===== src/usb_irq_pkg.sv =====
// Package: register map, bit positions and reset values of the USB interrupt and error-flag block.
// Assumes a byte-wide register port with the documented offsets used as register indices.
package usb_irq_pkg;

   localparam int unsigned ADDR_W = 9;
   localparam int unsigned DATA_W = 8;

   // ----------------------------------------------------------------
   // Register offsets
   // ----------------------------------------------------------------
   localparam logic [8:0] OFF_IRQ_FLAGS   = 9'h190;
   localparam logic [8:0] OFF_IRQ_ENABLE  = 9'h191;
   localparam logic [8:0] OFF_ERR_FLAGS   = 9'h192;
   localparam logic [8:0] OFF_ERR_ENABLE  = 9'h193;
   localparam logic [8:0] OFF_CONTROL     = 9'h195;

   // ----------------------------------------------------------------
   // Top-level flag and enable bit positions
   // ----------------------------------------------------------------
   localparam int unsigned BIT_BUS_RESET  = 0;
   localparam int unsigned BIT_AGG_FAULT  = 1;
   localparam int unsigned BIT_ACTIVITY   = 2;
   localparam int unsigned BIT_TOKEN_DONE = 3;
   localparam int unsigned BIT_QUIET      = 4;
   localparam int unsigned BIT_STALL      = 5;
   localparam int unsigned IRQ_BITS       = 6;

   // ----------------------------------------------------------------
   // Error flag bit positions
   // ----------------------------------------------------------------
   localparam int unsigned ERR_PID        = 0;
   localparam int unsigned ERR_CRC5       = 1;
   localparam int unsigned ERR_CRC16      = 2;
   localparam int unsigned ERR_PARTIAL    = 3;
   localparam int unsigned ERR_TURNAROUND = 4;
   localparam int unsigned ERR_COLLISION  = 5;
   localparam int unsigned ERR_OWNERSHIP  = 6;
   localparam int unsigned ERR_STUFFING   = 7;

   // Control register: low-power hold bit
   localparam int unsigned BIT_LOW_POWER_HOLD = 1;

   // ----------------------------------------------------------------
   // Reset values and timing
   // ----------------------------------------------------------------
   localparam logic [7:0] RST_BYTE        = 8'h00;
   localparam logic [5:0] RST_IRQ         = 6'h00;
   localparam int unsigned TURNAROUND_BITS = 17;
   localparam int unsigned BIT_COUNT_W     = 5;

endpackage : usb_irq_pkg


===== src/usb_interrupt_error_flags.sv =====
// USB interrupt enable, top-level flags and error-flag logic of a full-speed device function.
// Assumes fault and event pulses come from the transceiver engine on i_clock, one cycle each,
// and a one-cycle bit-time enable; the register port is driven by firmware logic on i_clock.
`timescale 1ns/100ps
`default_nettype none

module usb_interrupt_error_flags #(
   parameter int unsigned TURNAROUND_BITS = usb_irq_pkg::TURNAROUND_BITS
) (
   input  wire logic       i_clock,
   input  wire logic       i_sys_rst,
   // Register port
   input  wire logic [8:0] i_addr,
   input  wire logic [7:0] i_wdata,
   input  wire logic       i_wr,
   input  wire logic       i_rd,
   output logic      [7:0] o_rdata,
   // Event pulses from the transceiver engine
   input  wire logic       i_bus_reset_evt,
   input  wire logic       i_activity_evt,
   input  wire logic       i_token_done_evt,
   input  wire logic       i_quiet_evt,
   input  wire logic       i_stall_evt,
   // Fault pulses from the transceiver engine
   input  wire logic       i_stuffing_fault,
   input  wire logic       i_desc_owned_by_cpu,
   input  wire logic       i_token_seen,
   input  wire logic       i_buffer_write_collision,
   input  wire logic       i_partial_byte_fault,
   input  wire logic       i_crc16_fail,
   input  wire logic       i_crc5_fail,
   input  wire logic       i_packet_id_check_fault,
   // Turnaround timing inputs
   input  wire logic       i_bit_tick,
   input  wire logic       i_eop_seen,
   input  wire logic       i_bus_idle,
   // Outputs
   output logic            o_peripheral_usb_request,
   output logic            o_token_rejected,
   output logic            o_cpu_write_failed,
   output logic            o_low_power_hold
);

   // ----------------------------------------------------------------
   // Registers
   // ----------------------------------------------------------------
   logic [5:0] usb_irq_enable_reg;
   logic [5:0] usb_irq_flags_reg;
   logic [7:0] usb_error_flags_reg;
   logic [7:0] usb_error_enable_reg;
   logic       low_power_hold_reg;
   logic [7:0] fault_set;
   logic [5:0] irq_set;
   logic       aggregated_fault_flag;
   logic       turnaround_active_reg;
   logic [4:0] turnaround_count_reg;
   logic       turnaround_timeout;
   logic       turnaround_active_next;
   logic [4:0] turnaround_count_next;
   logic [7:0] usb_error_flags_next;
   logic [7:0] usb_error_enable_next;
   logic [5:0] usb_irq_flags_next;
   logic [5:0] usb_irq_enable_next;
   logic [7:0] irq_flags_wide;
   logic [5:0] irq_masked;
   logic       low_power_hold_next;
   logic       request_next;
   logic [7:0] rdata_next;
   logic       err_write_taken;
   logic       irq_write_taken;

   function automatic logic wr_hit(input logic [8:0] offset);
      wr_hit = i_wr && (i_addr == offset);
   endfunction : wr_hit

   // Write-zero-clear with set priority: an event in the cycle of a clear
   // must not be lost, so the set term is applied after the mask.
   function automatic logic [7:0] clear_then_set(
      input logic [7:0] flags,
      input logic [7:0] keep_mask,
      input logic [7:0] set_bits,
      input logic       take_write
   );
      logic [7:0] kept;
      kept = take_write ? (flags & keep_mask) : flags;
      clear_then_set = kept | set_bits;
   endfunction : clear_then_set

   // Top-level registers are six bits wide; the two upper bits always read zero
   function automatic logic [7:0] pad_top(input logic [5:0] bits);
      pad_top = {2'b00, bits};
   endfunction : pad_top

   // ----------------------------------------------------------------
   // Turnaround timer
   // ----------------------------------------------------------------
   // Counts bit times from end-of-packet while the bus stays idle; leaving idle
   // stops the watch, and a new end-of-packet restarts it.
   always_comb begin
      turnaround_active_next = turnaround_active_reg;
      turnaround_count_next  = turnaround_count_reg;
      if (i_eop_seen) begin
         turnaround_active_next = 1'b1;
         turnaround_count_next  = '0;
      end else if (!i_bus_idle || turnaround_timeout) begin
         // Leaving idle in time is the normal turnaround; the watch just stops
         turnaround_active_next = 1'b0;
      end else if (turnaround_active_reg && i_bit_tick) begin
         turnaround_count_next  = turnaround_count_reg + 5'h01;
      end
   end

   always_ff @(posedge i_clock) begin
      if (i_sys_rst) begin
         turnaround_active_reg <= 1'b0;
         turnaround_count_reg  <= '0;
      end else begin
         turnaround_active_reg <= turnaround_active_next;
         turnaround_count_reg  <= turnaround_count_next;
      end
   end

   // More than the limit means the tick that would pass the limit
   assign turnaround_timeout = turnaround_active_reg && i_bus_idle && i_bit_tick
      && (turnaround_count_reg == TURNAROUND_BITS[4:0]);

   // ----------------------------------------------------------------
   // Error flag sources
   // ----------------------------------------------------------------
   always_comb begin
      fault_set = '0;
      fault_set[usb_irq_pkg::ERR_STUFFING]   = i_stuffing_fault;
      fault_set[usb_irq_pkg::ERR_OWNERSHIP]  = i_token_seen && i_desc_owned_by_cpu;
      fault_set[usb_irq_pkg::ERR_COLLISION]  = i_buffer_write_collision;
      fault_set[usb_irq_pkg::ERR_TURNAROUND] = turnaround_timeout;
      fault_set[usb_irq_pkg::ERR_PARTIAL]    = i_partial_byte_fault;
      fault_set[usb_irq_pkg::ERR_CRC16]      = i_crc16_fail;
      fault_set[usb_irq_pkg::ERR_CRC5]       = i_crc5_fail;
      fault_set[usb_irq_pkg::ERR_PID]        = i_packet_id_check_fault;
   end

   // Flags set immediately; write-zero clears, and a same-cycle fault wins.
   // Writes are refused during low-power hold, but faults still set.
   always_comb begin
      err_write_taken      = wr_hit(usb_irq_pkg::OFF_ERR_FLAGS) && !low_power_hold_reg;
      usb_error_flags_next = clear_then_set(usb_error_flags_reg, i_wdata, fault_set,
         err_write_taken);
   end

   always_ff @(posedge i_clock) begin
      if (i_sys_rst) begin
         usb_error_flags_reg <= usb_irq_pkg::RST_BYTE;
      end else begin
         usb_error_flags_reg <= usb_error_flags_next;
      end
   end

   // Enables never gate the error flags themselves, only the aggregated fault
   always_comb begin
      usb_error_enable_next = usb_error_enable_reg;
      if (wr_hit(usb_irq_pkg::OFF_ERR_ENABLE)) begin
         usb_error_enable_next = i_wdata;
      end
   end

   always_ff @(posedge i_clock) begin
      if (i_sys_rst) begin
         usb_error_enable_reg <= usb_irq_pkg::RST_BYTE;
      end else begin
         usb_error_enable_reg <= usb_error_enable_next;
      end
   end

   assign aggregated_fault_flag = |(usb_error_flags_reg & usb_error_enable_reg);

   // ----------------------------------------------------------------
   // Top-level flags and enables
   // ----------------------------------------------------------------
   always_comb begin
      irq_set = '0;
      irq_set[usb_irq_pkg::BIT_BUS_RESET]  = i_bus_reset_evt;
      irq_set[usb_irq_pkg::BIT_AGG_FAULT]  = aggregated_fault_flag;
      irq_set[usb_irq_pkg::BIT_ACTIVITY]   = i_activity_evt;
      irq_set[usb_irq_pkg::BIT_TOKEN_DONE] = i_token_done_evt;
      irq_set[usb_irq_pkg::BIT_QUIET]      = i_quiet_evt;
      irq_set[usb_irq_pkg::BIT_STALL]      = i_stall_evt;
   end

   // Flags set regardless of enables so firmware can poll them.
   // The aggregated fault re-sets at once while any enabled error flag stands.
   always_comb begin
      irq_write_taken    = wr_hit(usb_irq_pkg::OFF_IRQ_FLAGS) && !low_power_hold_reg;
      irq_flags_wide     = clear_then_set(pad_top(usb_irq_flags_reg), i_wdata,
         pad_top(irq_set), irq_write_taken);
      usb_irq_flags_next = irq_flags_wide[5:0];
   end

   always_ff @(posedge i_clock) begin
      if (i_sys_rst) begin
         usb_irq_flags_reg <= usb_irq_pkg::RST_IRQ;
      end else begin
         usb_irq_flags_reg <= usb_irq_flags_next;
      end
   end

   // The two upper write bits have no storage and are dropped on purpose
   always_comb begin
      usb_irq_enable_next = usb_irq_enable_reg;
      if (wr_hit(usb_irq_pkg::OFF_IRQ_ENABLE)) begin
         usb_irq_enable_next = i_wdata[5:0];
      end
   end

   always_ff @(posedge i_clock) begin
      if (i_sys_rst) begin
         usb_irq_enable_reg <= usb_irq_pkg::RST_IRQ;
      end else begin
         usb_irq_enable_reg <= usb_irq_enable_next;
      end
   end

   // Only the hold bit of the control register is kept in this block
   always_comb begin
      low_power_hold_next = low_power_hold_reg;
      if (wr_hit(usb_irq_pkg::OFF_CONTROL)) begin
         low_power_hold_next = i_wdata[usb_irq_pkg::BIT_LOW_POWER_HOLD];
      end
   end

   always_ff @(posedge i_clock) begin
      if (i_sys_rst) begin
         low_power_hold_reg <= 1'b0;
      end else begin
         low_power_hold_reg <= low_power_hold_next;
      end
   end

   // ----------------------------------------------------------------
   // Interrupt request
   // ----------------------------------------------------------------
   // Enables only mask the request path; the flags above are never masked
   always_comb begin
      irq_masked = usb_irq_flags_reg & usb_irq_enable_reg;
      if (low_power_hold_reg) begin
         request_next = irq_masked[usb_irq_pkg::BIT_ACTIVITY];
      end else begin
         request_next = |irq_masked;
      end
   end

   // Registered one cycle after the flag so the output comes from a flip-flop.
   // The extra cycle of latency is traded for a glitch-free request line.
   always_ff @(posedge i_clock) begin
      if (i_sys_rst) begin
         o_peripheral_usb_request <= 1'b0;
      end else begin
         o_peripheral_usb_request <= request_next;
      end
   end

   // ----------------------------------------------------------------
   // Side outputs
   // ----------------------------------------------------------------
   // A failing token is dropped by the engine; this pulse tells it so
   always_ff @(posedge i_clock) begin
      if (i_sys_rst) begin
         o_token_rejected <= 1'b0;
      end else begin
         o_token_rejected <= i_crc5_fail;
      end
   end

   // The colliding processor write is not retried here; software must repeat it
   always_ff @(posedge i_clock) begin
      if (i_sys_rst) begin
         o_cpu_write_failed <= 1'b0;
      end else begin
         o_cpu_write_failed <= i_buffer_write_collision;
      end
   end

   always_ff @(posedge i_clock) begin
      if (i_sys_rst) begin
         o_low_power_hold <= 1'b0;
      end else begin
         o_low_power_hold <= low_power_hold_reg;
      end
   end

   // ----------------------------------------------------------------
   // Read port
   // ----------------------------------------------------------------
   // Unmapped addresses read zero; reads have no side effects.
   always_comb begin
      rdata_next = usb_irq_pkg::RST_BYTE;
      if (i_rd) begin
         unique case (i_addr)
            usb_irq_pkg::OFF_IRQ_FLAGS:  rdata_next = pad_top(usb_irq_flags_reg);
            usb_irq_pkg::OFF_IRQ_ENABLE: rdata_next = pad_top(usb_irq_enable_reg);
            usb_irq_pkg::OFF_ERR_FLAGS:  rdata_next = usb_error_flags_reg;
            usb_irq_pkg::OFF_ERR_ENABLE: rdata_next = usb_error_enable_reg;
            usb_irq_pkg::OFF_CONTROL:    rdata_next = {6'h00, low_power_hold_reg, 1'b0};
            default:                     rdata_next = usb_irq_pkg::RST_BYTE;
         endcase
      end
   end

   // Data stand for exactly one cycle, so a stale byte is never taken for a read
   always_ff @(posedge i_clock) begin
      if (i_sys_rst) begin
         o_rdata <= usb_irq_pkg::RST_BYTE;
      end else begin
         o_rdata <= rdata_next;
      end
   end

endmodule : usb_interrupt_error_flags

`default_nettype wire


===== config.mk =====
export PLATFORM = sky130hd
export DESIGN_NAME = usb_interrupt_error_flags
export DESIGN_NICKNAME = d
export VERILOG_FILES = /design/src/usb_irq_pkg.sv /design/src/usb_interrupt_error_flags.sv
export SDC_FILE = /design/constraint.sdc
export NUM_CORES = 1
export LEC_CHECK = 0
export ABC_AREA = 0
export BUFFER_PORTS_ARGS = -buffer_cell sky130_fd_sc_hd__buf_4
export CAP_MARGIN = 20
export CORE_MARGIN = 8
export CORE_UTILIZATION = 30
export CTS_BUF_LIST = sky130_fd_sc_hd__clkbuf_4
export DETAILED_ROUTE_END_ITERATION = 12
export GPL_TIMING_DRIVEN = 0
export PLACE_DENSITY_LB_ADDON = 0.12
export RECOVER_POWER = 50
export SLEW_MARGIN = 0
export SYNTH_ARGS = -nofsm -noshare
export SYNTH_HDL_FRONTEND = slang
export SYNTH_SLANG_ARGS = --single-unit

===== constraint.sdc =====
create_clock -name i_clock -period 1.61 [get_ports i_clock]
set_input_delay 0.161 -clock i_clock [delete_from_list [all_inputs] [get_ports i_clock]]
set_output_delay 0.161 -clock i_clock [all_outputs]
set_load 0.1 [all_outputs]

==> metrics.yaml, run 1 <==
tns_ps: 0
wirelength_microns: 6620
worst_setup_path_start_kind: "flip-flop"
rrSetupSlack_ps: 120
p_int_mw: 1.49
synth_top_area_frac: 0.424
comb_power_share: 0.130
place_congestion: 0.825
cp_max_fo: 5
htree_levels: 2
hold_viol_final: 0
clockBufferDepth: 2
synth_warnings: 0
nets: 321
rr_worst_depth: 5
overflow: 0
r2r-end: "turnaround_count_reg[2]$_SDFFE_PP0P_"
wl_per_cell_microns: 17.3
cp.arrival_ps: 1800
dp_hpwl_microns: 4940
cts-root-buf: "clkbuf_4"
syn_nets: 268
ioPinCount: 49
n_antenna_cell: 0
synthArstFlopShare: 0
grt_pass1_wl_microns: 10800
areaGrowthSynthToFinish_pct: 22.4
hold_buffers: 0
slew_viol_final: 0
power_density_nw_per_um2: 748
crit_start: "turnaround_count_reg[1]$_SDFFE_PP0P_"
synth_seq_area_share: 0.424
numClockSinks: 47
post_drt_via_cell_ratio: 5.30
drt-pass1-iter-count: 4
rows: 31
ant_nets: 0
synth_enable_flop_cells: 0
fin_area_sq_um: 2720
place_area_sq_um: 2690
drive_gt1_frac: 0.233
post_cts_resized: 0
swShare: 0.267
die_h_microns: 102
core_area_sq_um: 7210
grt_max_degree: 14
endpoint: "turnaround_count_reg[2]$_SDFFE_PP0P_"
antenna_found_initial: 0
syn-cell-area_sq_um: 2220
drc_errors: 0
first_iter_violations: 192
die-area_sq_um: 10400
tightest_slew_ps: 693
post-synth-top-area-cell: "dfxtp_1"
min_period_over_period: 0.926
cap_violations: 0
initial_core_util: 0.308
pre_cts_slack_ps: 160
pwr-share-seq: 0.598
finalClockSkew_ps: 15.8
power_mw: 2.03
routed-via-count: 2025
clkTransAtPathRegs_ps: 130
r2r_start: "turnaround_count_reg[1]$_SDFFE_PP0P_"
p_leak_nw: 0.998
rsz0062_at_grt: "no"
synth-seq-cells: 47
cts_setup_buffers: 0
numPortBuffers: 46
cts_buffers: 5
slew_headroom: 0.535
cts_tree: "yes"
ys.flop_type: "dfxtp_1"
worstSetupPathType: "flip-flop to flip-flop"
worstPathRequired_ps: 1910
setup_ws_ps: 119
grt_pass1_vias: 2026
clkPwrFrac: 0.272
synth_top_cells_by_area: "dfxtp_1 42%, mux4_1 5.9%, a21oi_1 5.6%"
worstSkewPairLatency_ps: 370
vdd_drop_max_uv: 425
setup_viol: 0
die_w_microns: 102
cp-end-kind: "flip-flop"
netSwitchingPower_mw: 0.543
syn-mean-instance-area_sq_um: 9.69
fmax_mhz: 671
synth_cell_types: 45
min_path_type: "input port to flip-flop"
synth_cells: 229
finalCriticalPeriod_ps: 1490
grtUsageTotal: 0.133
status: "finished clean"
## per-stage QoR
stage / cells / hold WS [ps] / util
after floorplan: 229 / 289 / -
after global routing: 382 / 31.6 / 0.377
after global placement: 374 / 401 / 0.373
after CTS: 382 / 22.4 / 0.380
final: 382 / 34.1 / 0.377
after detailed placement: 374 / 403 / 0.373
## layout make-up
| type | instances | area [sq um] |
|---|---|---|
| buffer | 16 | 90.1 |
| clock buffer | 6 | 45.0 |
| clock inverter | 2 | 7.51 |
| fill | 759 | 4500 |
| inverter | 4 | 15.0 |
| multi-input combinational | 162 | 1160 |
| sequential | 47 | 941 |
| tap | 99 | 124 |
| timing repair buffer | 46 | 338 |
## logic make-up after synthesis
kind of cell    share of synthesized area
flops                               0.424
mux                                0.0823
buf+inv                            0.0524
fa+ha+maj                          0.0113
simple gates                        0.220
compound gates                      0.210
## critical path: stages (launching register included)
cell,delay (ps)
dfxtp_1,400
inv_1,60
ha_1,200
and4bb_4,230
or4_1,390
a21oi_1,150
## power by group through the flow
| stage | clock (mW) | combinational (mW) | sequential, mW |
|---|---|---|---|
| floorplan | 0 | 0.123 | 1.25 |
| global placement | 0 | 0.268 | 1.24 |
| detailed placement | 0 | 0.269 | 1.24 |
| CTS | 0.575 | 0.269 | 1.21 |
| global route | 0.617 | 0.290 | 1.22 |
| finish | 0.553 | 0.265 | 1.21 |
## layout by cell type (no fill, tap or decap), drive strengths merged, types with 5 or more instances in the layout
master   n
buf     49
dfxtp   47
a21oi   25
nor2    24
clkbuf  19
nand4   16
o31ai   15
nor2b   10
a211oi   8
a311oi   6
mux4     5
## how the worst min path moves through the flow
stage | from | end | slack, ps | cells after the start
after global routing | i_eop_seen | turnaround_active_reg$_SDFFE_PP0P_ | 30 | 3
after global placement | i_buffer_write_collision | o_cpu_write_failed$_SDFF_PP0_ | 400 | 2
after detailed placement | i_buffer_write_collision | o_cpu_write_failed$_SDFF_PP0_ | 400 | 2
final | i_crc5_fail | o_token_rejected$_SDFF_PP0_ | 30 | 2
after floorplan | i_buffer_write_collision | o_cpu_write_failed$_SDFF_PP0_ | 290 | 1
after CTS | i_eop_seen | turnaround_active_reg$_SDFFE_PP0P_ | 20 | 3
## per-layer routing
layer  global-route usage  share of wire
met5                    0              0
met4               0.0327          0.011
met3               0.0341          0.066
met2                0.203           0.46
met1                0.180           0.47
## synth_stat cells, types with 2 or more instances
master,n
or3_1,3
nor2b_1,10
and2_1,2
a211oi_1,8
nand4bb_1,3
a311oi_1,6
o31ai_1,14
nor3b_1,2
and4bb_4,2
ha_1,2
o21ai_0,4
nor3_1,3
nand4_1,16
nor2_1,24
dfxtp_1,47
mux4_1,5
clkbuf_1,5
inv_1,4
buf_6,4
mux2i_1,4
nand3_1,3
nand2_1,4
a221oi_1,2
a21oi_1,25
a22o_1,2
buf_2,6
No activity file was read; power rests on OpenSTA's default activity.
==> inputs of run 2 (changes only) <==
- REMOVE_ABC_BUFFERS: unset -> 1
==> metrics.yaml, run 2 (synthesis results as in run 1) <==
min_period_over_period: 0.928  # +0.00175
dp_hpwl_microns: 4420  # -11%
initial_core_util: 0.308  # unchanged
post_drt_via_cell_ratio: 5.32  # +0.32%
setup_viol: 0  # unchanged
cts_buffers: 5  # unchanged
rr_worst_depth: 5  # unchanged
wirelength_microns: 6470  # -2.3%
gr-usage-met1: 0.166  # -0.0138
final_util: 0.365  # -0.0120
numPortBuffers: 48  # +4.3%
finalNonFillerCells: 368  # -3.7%
grtUsageTotal: 0.127  # -0.00585
clkTransAtPathRegs_ps: 140  # about the same
r2r-end: "turnaround_count_reg[2]$_SDFFE_PP0P_"
fin_area_sq_um: 2630  # -3.2%
ant_nets: 0  # unchanged
die_w_microns: 102  # unchanged
cp.arrival_ps: 1720  # -80 ps
drt-pass1-iter-count: 4  # unchanged
antenna_found_initial: 0  # unchanged
nFillCells: 780  # +2.8%
r2r_start: "turnaround_count_reg[1]$_SDFFE_PP0P_"
status: "finished clean"
first_iter_violations: 95  # -51%
finalCriticalPeriod_ps: 1490  # +2.82 ps
clockBufferDepth: 2  # unchanged
grt_pass1_wl_microns: 10300  # -4.0%
p_int_mw: 1.46  # -1.8%
comb_power_share: 0.125  # -0.005
p_leak_nw: 0.953  # -4.5%
place_congestion: 0.708  # -14%
cap_violations: 0  # unchanged
dp.cells: 360  # -3.7%
grt_pass1_vias: 1967  # -2.9%
hp-start: "i_crc5_fail"
vdd_drop_max_uv: 342  # -20%
cts_tree: "yes"
tightest_slew_ps: 828  # +135 ps
numClockSinks: 47  # unchanged
top_usage_layer: "met2"
holdPathStages: 2  # unchanged
swShare: 0.278  # +0.0107
fmax_mhz: 669  # -0.19%
areaGrowthSynthToFinish_pct: 18.5
die_h_microns: 102  # unchanged
power_density_nw_per_um2: 769  # +2.9%
place_area_sq_um: 2600  # -3.2%
setup_ws_ps: 116  # -2.82 ps
grt_use_met3: 0.0341  # unchanged
overflow: 0  # unchanged
slew_viol_final: 0  # unchanged
htree_levels: 2  # unchanged
min_path_type: "input port to flip-flop"
cts_setup_buffers: 0  # unchanged
finalClockSkew_ps: 7.67  # -8.12 ps
drive_gt1_frac: 0.242  # +0.00842
routed-via-count: 1957  # -3.4%
wl_per_cell_microns: 17.6  # +1.4%
pwr-share-seq: 0.599  # about the same
worstSkewPairLatency_ps: 370  # about the same
ioPinCount: 49  # unchanged
met2_usage: 0.199  # -0.00400
n_antenna_cell: 0  # unchanged
slew_headroom: 0.448  # -0.0864
netSwitchingPower_mw: 0.562  # +3.7%
drc_errors: 0  # unchanged
hold_viol_final: 0  # unchanged
rsz0062_at_grt: "no"
cp-end-kind: "flip-flop"
worstPathRequired_ps: 1830  # -80 ps
worst_setup_path_start_kind: "input port"
cts-root-buf: "clkbuf_4"
clkPwrFrac: 0.276  # +0.004
tns_ps: 0  # unchanged
final_common_cell: "dfxtp_1"
rows: 31  # unchanged
holdPathEnd: "o_token_rejected$_SDFF_PP0_"
final_cell_mix: "46 x dfxtp_1, 34 x buf_4, 25 x a21oi_1"
core_area_sq_um: 7210  # unchanged
worstSetupPathType: "input port to flip-flop"
pre_cts_slack_ps: -463  # -623 ps
rrSetupSlack_ps: 180  # +60 ps
cp_max_fo: 16  # +11
nets: 307  # -4.4%
die-area_sq_um: 10400  # unchanged
grt_max_degree: 38  # +24
==> run 2: changes by cell type in the layout (fill, tap and decap cells not counted), sizes merged <==
cell / change
clkinvlp: +1
buf: -15
==> run 2: power groups by stage <==
stage / logic (mW) / registers (mW) / clock network [mW]
3_3_place_gp: 0.252 / 1.24 / 0
2_1_floorplan: 0.0914 / 1.25 / 0
3_5_place_dp: 0.254 / 1.24 / 0
4_1_cts: 0.254 / 1.21 / 0.586
5_1_grt: 0.275 / 1.22 / 0.623
6_report: 0.253 / 1.21 / 0.560
==> run 2: worst max-delay path by stage <==
| stage | from | endpoint | cells after the start |
|---|---|---|---|
| final | i_addr[5] | usb_irq_flags_reg[0]$_SDFF_PP0_ | 4 |
| after global routing | i_addr[5] | o_rdata[1]$_SDFF_PP0_ | 4 |
| after CTS | i_addr[2] | usb_irq_flags_reg[0]$_SDFF_PP0_ | 4 |
| after detailed placement | i_addr[2] | usb_irq_flags_reg[5]$_SDFF_PP0_ | 4 |
| after global placement | i_addr[2] | usb_irq_flags_reg[3]$_SDFF_PP0_ | 4 |
| after floorplan | turnaround_count_reg[1]$_SDFFE_PP0P_ | turnaround_count_reg[2]$_SDFFE_PP0P_ | 5 |
==> run 2: stage by stage <==
step	power, mW	hold WS, ps
2_1_floorplan	1.34	230
3_3_place_gp	1.49	396
3_5_place_dp	1.49	399
4_1_cts	2.05	4.15
5_1_grt	2.11	16.4
6_report	2.02	15.7
==> run 2: routing by layer <==
metal	up-vias	share of wire
met3	9	0.043
met5	-	0
met2	46	0.46
met4	0	0.015
met1	940	0.48
li1	962	-
==> run 2: area by class of cell <==
class | count | area, sq um | area share
Timing Repair Buffer | 48 | 328 | 0.125
Inverter | 4 | 15.0 | 0.00571
Clock inverter | 3 | 15.0 | 0.00571
Clock buffer | 5 | 37.5 | 0.0143
Tap cell | 99 | 124 | 0.0471
Sequential cell | 47 | 942 | 0.358
Multi-Input combinational cell | 162 | 1170 | 0.445
==> run 2: worst max-delay path: stages <==
cell	delay, ps
clkbuf_4	110
nand4bb_1	730
nor2_2	560
a311oi_1	150
==> run 2: what timing repair did <==
action                     4_1_cts  5_1_grt
setup endpoints to repair        1        2
gates resized for setup          1        2
hold buffers                     0        0
==> inputs of run 3 (changes only) <==
- CTS_BUF_LIST: sky130_fd_sc_hd__clkbuf_4 -> sky130_fd_sc_hd__clkbuf_16
==> metrics.yaml, run 3 (synthesis results as in run 1) <==
antenna_found_initial: 0  # unchanged
routed-via-count: 1944  # -0.66%
power_mw: 2.46  # +22%
drc_errors: 0  # unchanged
cts_tree: "yes"
wl_met2_microns: 3030  # +1.8%
min_period_over_period: 0.905  # -0.0232
netSwitchingPower_mw: 0.595  # +5.8%
final_cell_mix: "47 x dfxtp_1, 34 x buf_4, 25 x a21oi_1"
die_w_microns: 102  # unchanged
pre_cts_slack_ps: -463  # unchanged
wl_met3_microns: 370  # +33%
drive_gt1_frac: 0.242  # unchanged
multi_input_area_sq_um: 1170  # +0.21%
finalCriticalPeriod_ps: 1460  # -37.3 ps
power_density_nw_per_um2: 905  # +18%
tns_ps: 0  # unchanged
nFillCells: 772  # -1.0%
pwr-share-seq: 0.492  # -0.107
setup_viol: 0  # unchanged
first_iter_violations: 89  # -6.3%
numClockSinks: 47  # unchanged
grt_pass1_vias: 1977  # +0.51%
tightest_slew_ps: 842  # +13.8 ps
clockBufferDepth: 2  # unchanged
cap_violations: 0  # unchanged
wirelength_microns: 6480  # about the same
die-area_sq_um: 10400  # unchanged
cp_max_fo: 5  # -11
ioPinCount: 49  # unchanged
areaGrowthSynthToFinish_pct: 22.5
worstPathRequired_ps: 1830  # about the same
drt-pass1-iter-count: 4  # unchanged
rows: 31  # unchanged
grtUsageTotal: 0.128  # +0.000996
cts_buffers: 5  # unchanged
wl_per_cell_microns: 17.6  # about the same
ant_nets: 0  # unchanged
p_leak_nw: 0.988  # +3.7%
dp_hpwl_microns: 4420  # unchanged
worst_setup_path_start_kind: "flip-flop"
cts_setup_buffers: 0  # unchanged
wl_met1_microns: 3020  # -3.1%
p_int_mw: 1.87  # +28%
slew_headroom: 0.439  # -0.00919
htree_levels: 2  # unchanged
final_util: 0.377  # +0.0123
cp-end-kind: "flip-flop"
numPortBuffers: 48  # unchanged
finalClockSkew_ps: 3.93  # -3.74 ps
fmax_mhz: 686  # +2.6%
setup_ws_ps: 153  # +37.3 ps
n_antenna_cell: 0  # unchanged
worstSkewPairLatency_ps: 280  # -90 ps
highest_layer: "met4"
final_common_cell: "dfxtp_1"
cts-root-buf: "clkbuf_16"
core_area_sq_um: 7210  # unchanged
grt_pass1_wl_microns: 10400  # +0.47%
clkPwrFrac: 0.405  # +0.129
worstSetupPathType: "flip-flop to flip-flop"
clkTransAtPathRegs_ps: 60  # -80 ps
nets: 307  # unchanged
seqCellArea_sq_um: 941  # -0.13%
hold_viol_final: 0  # unchanged
swShare: 0.242  # -0.0360
vdd_drop_max_uv: 553  # +62%
initial_core_util: 0.308  # unchanged
cp.arrival_ps: 1680  # -40 ps
overflow: 0  # unchanged
grt_max_degree: 38  # unchanged
status: "finished clean"
fin_area_sq_um: 2720  # +3.4%
post_drt_via_cell_ratio: 5.28  # -0.66%
die_h_microns: 102  # unchanged
place_area_sq_um: 2600  # unchanged
comb_power_share: 0.103  # -0.022
min_path_type: "input port to flip-flop"
rsz0062_at_grt: "no"
place_congestion: 0.708  # unchanged
slew_viol_final: 0  # unchanged
[run 3: cell counts in the layout (fill, tap and decap cells not counted)]
Identical to the previous run, type by type.
[run 3: worst paths after layout]
check | from | end | slack [ps] | cells past startpoint
min reg2reg | usb_irq_enable_reg[2]$_SDFFE_PP0P_ | usb_irq_enable_reg[2]$_SDFFE_PP0P_ | 480 | 2
min | i_crc5_fail | o_token_rejected$_SDFF_PP0_ | 110 | 2
max reg2reg | turnaround_count_reg[1]$_SDFFE_PP0P_ | turnaround_count_reg[2]$_SDFFE_PP0P_ | 150 | 5
max | turnaround_count_reg[1]$_SDFFE_PP0P_ | turnaround_count_reg[2]$_SDFFE_PP0P_ | 150 | 5
[run 3: area by class of cell]
class | instances | share of cell area
Timing Repair Buffer | 48 | 0.121
Inverter | 4 | 0.00552
Tap cell | 99 | 0.0455
Sequential cell | 47 | 0.346
Multi-Input combinational cell | 162 | 0.431
Clock buffer | 5 | 0.0460
Clock inverter | 3 | 0.00552
[run 3: through the flow]
stage,instances,hold WS (ps)
6_report,368,109
5_1_grt,368,120
4_1_cts,368,103
3_5_place_dp,360,399
3_3_place_gp,360,396
2_1_floorplan,213,230
[run 3: per-layer routing]
layer  up-vias  GRT usage
met2        60      0.202
met5         -          0
met3         4     0.0307
met1       919      0.168
li1        961          -
met4         0     0.0384
[run 3: repair_timing]
action,in CTS,in global routing
endpoints found under the setup margin,5,4
gates resized for setup,2,2
hold buffers,0,0
[run 3: critical path, stage by stage, from the launching register on]
cell      delay (ps)
dfxtp_1          380
inv_1             60
ha_1             190
and4bb_4         220
or4_1            400
a21oi_1          140
[run 3: power groups by stage]
| stage | clock network, mW | logic (mW) | registers (mW) |
|---|---|---|---|
| 2_1_floorplan | 0 | 0.0914 | 1.25 |
| 3_3_place_gp | 0 | 0.252 | 1.24 |
| 3_5_place_dp | 0 | 0.254 | 1.24 |
| 4_1_cts | 1.04 | 0.256 | 1.21 |
| 5_1_grt | 1.08 | 0.277 | 1.21 |
| 6_report | 0.996 | 0.255 | 1.21 |
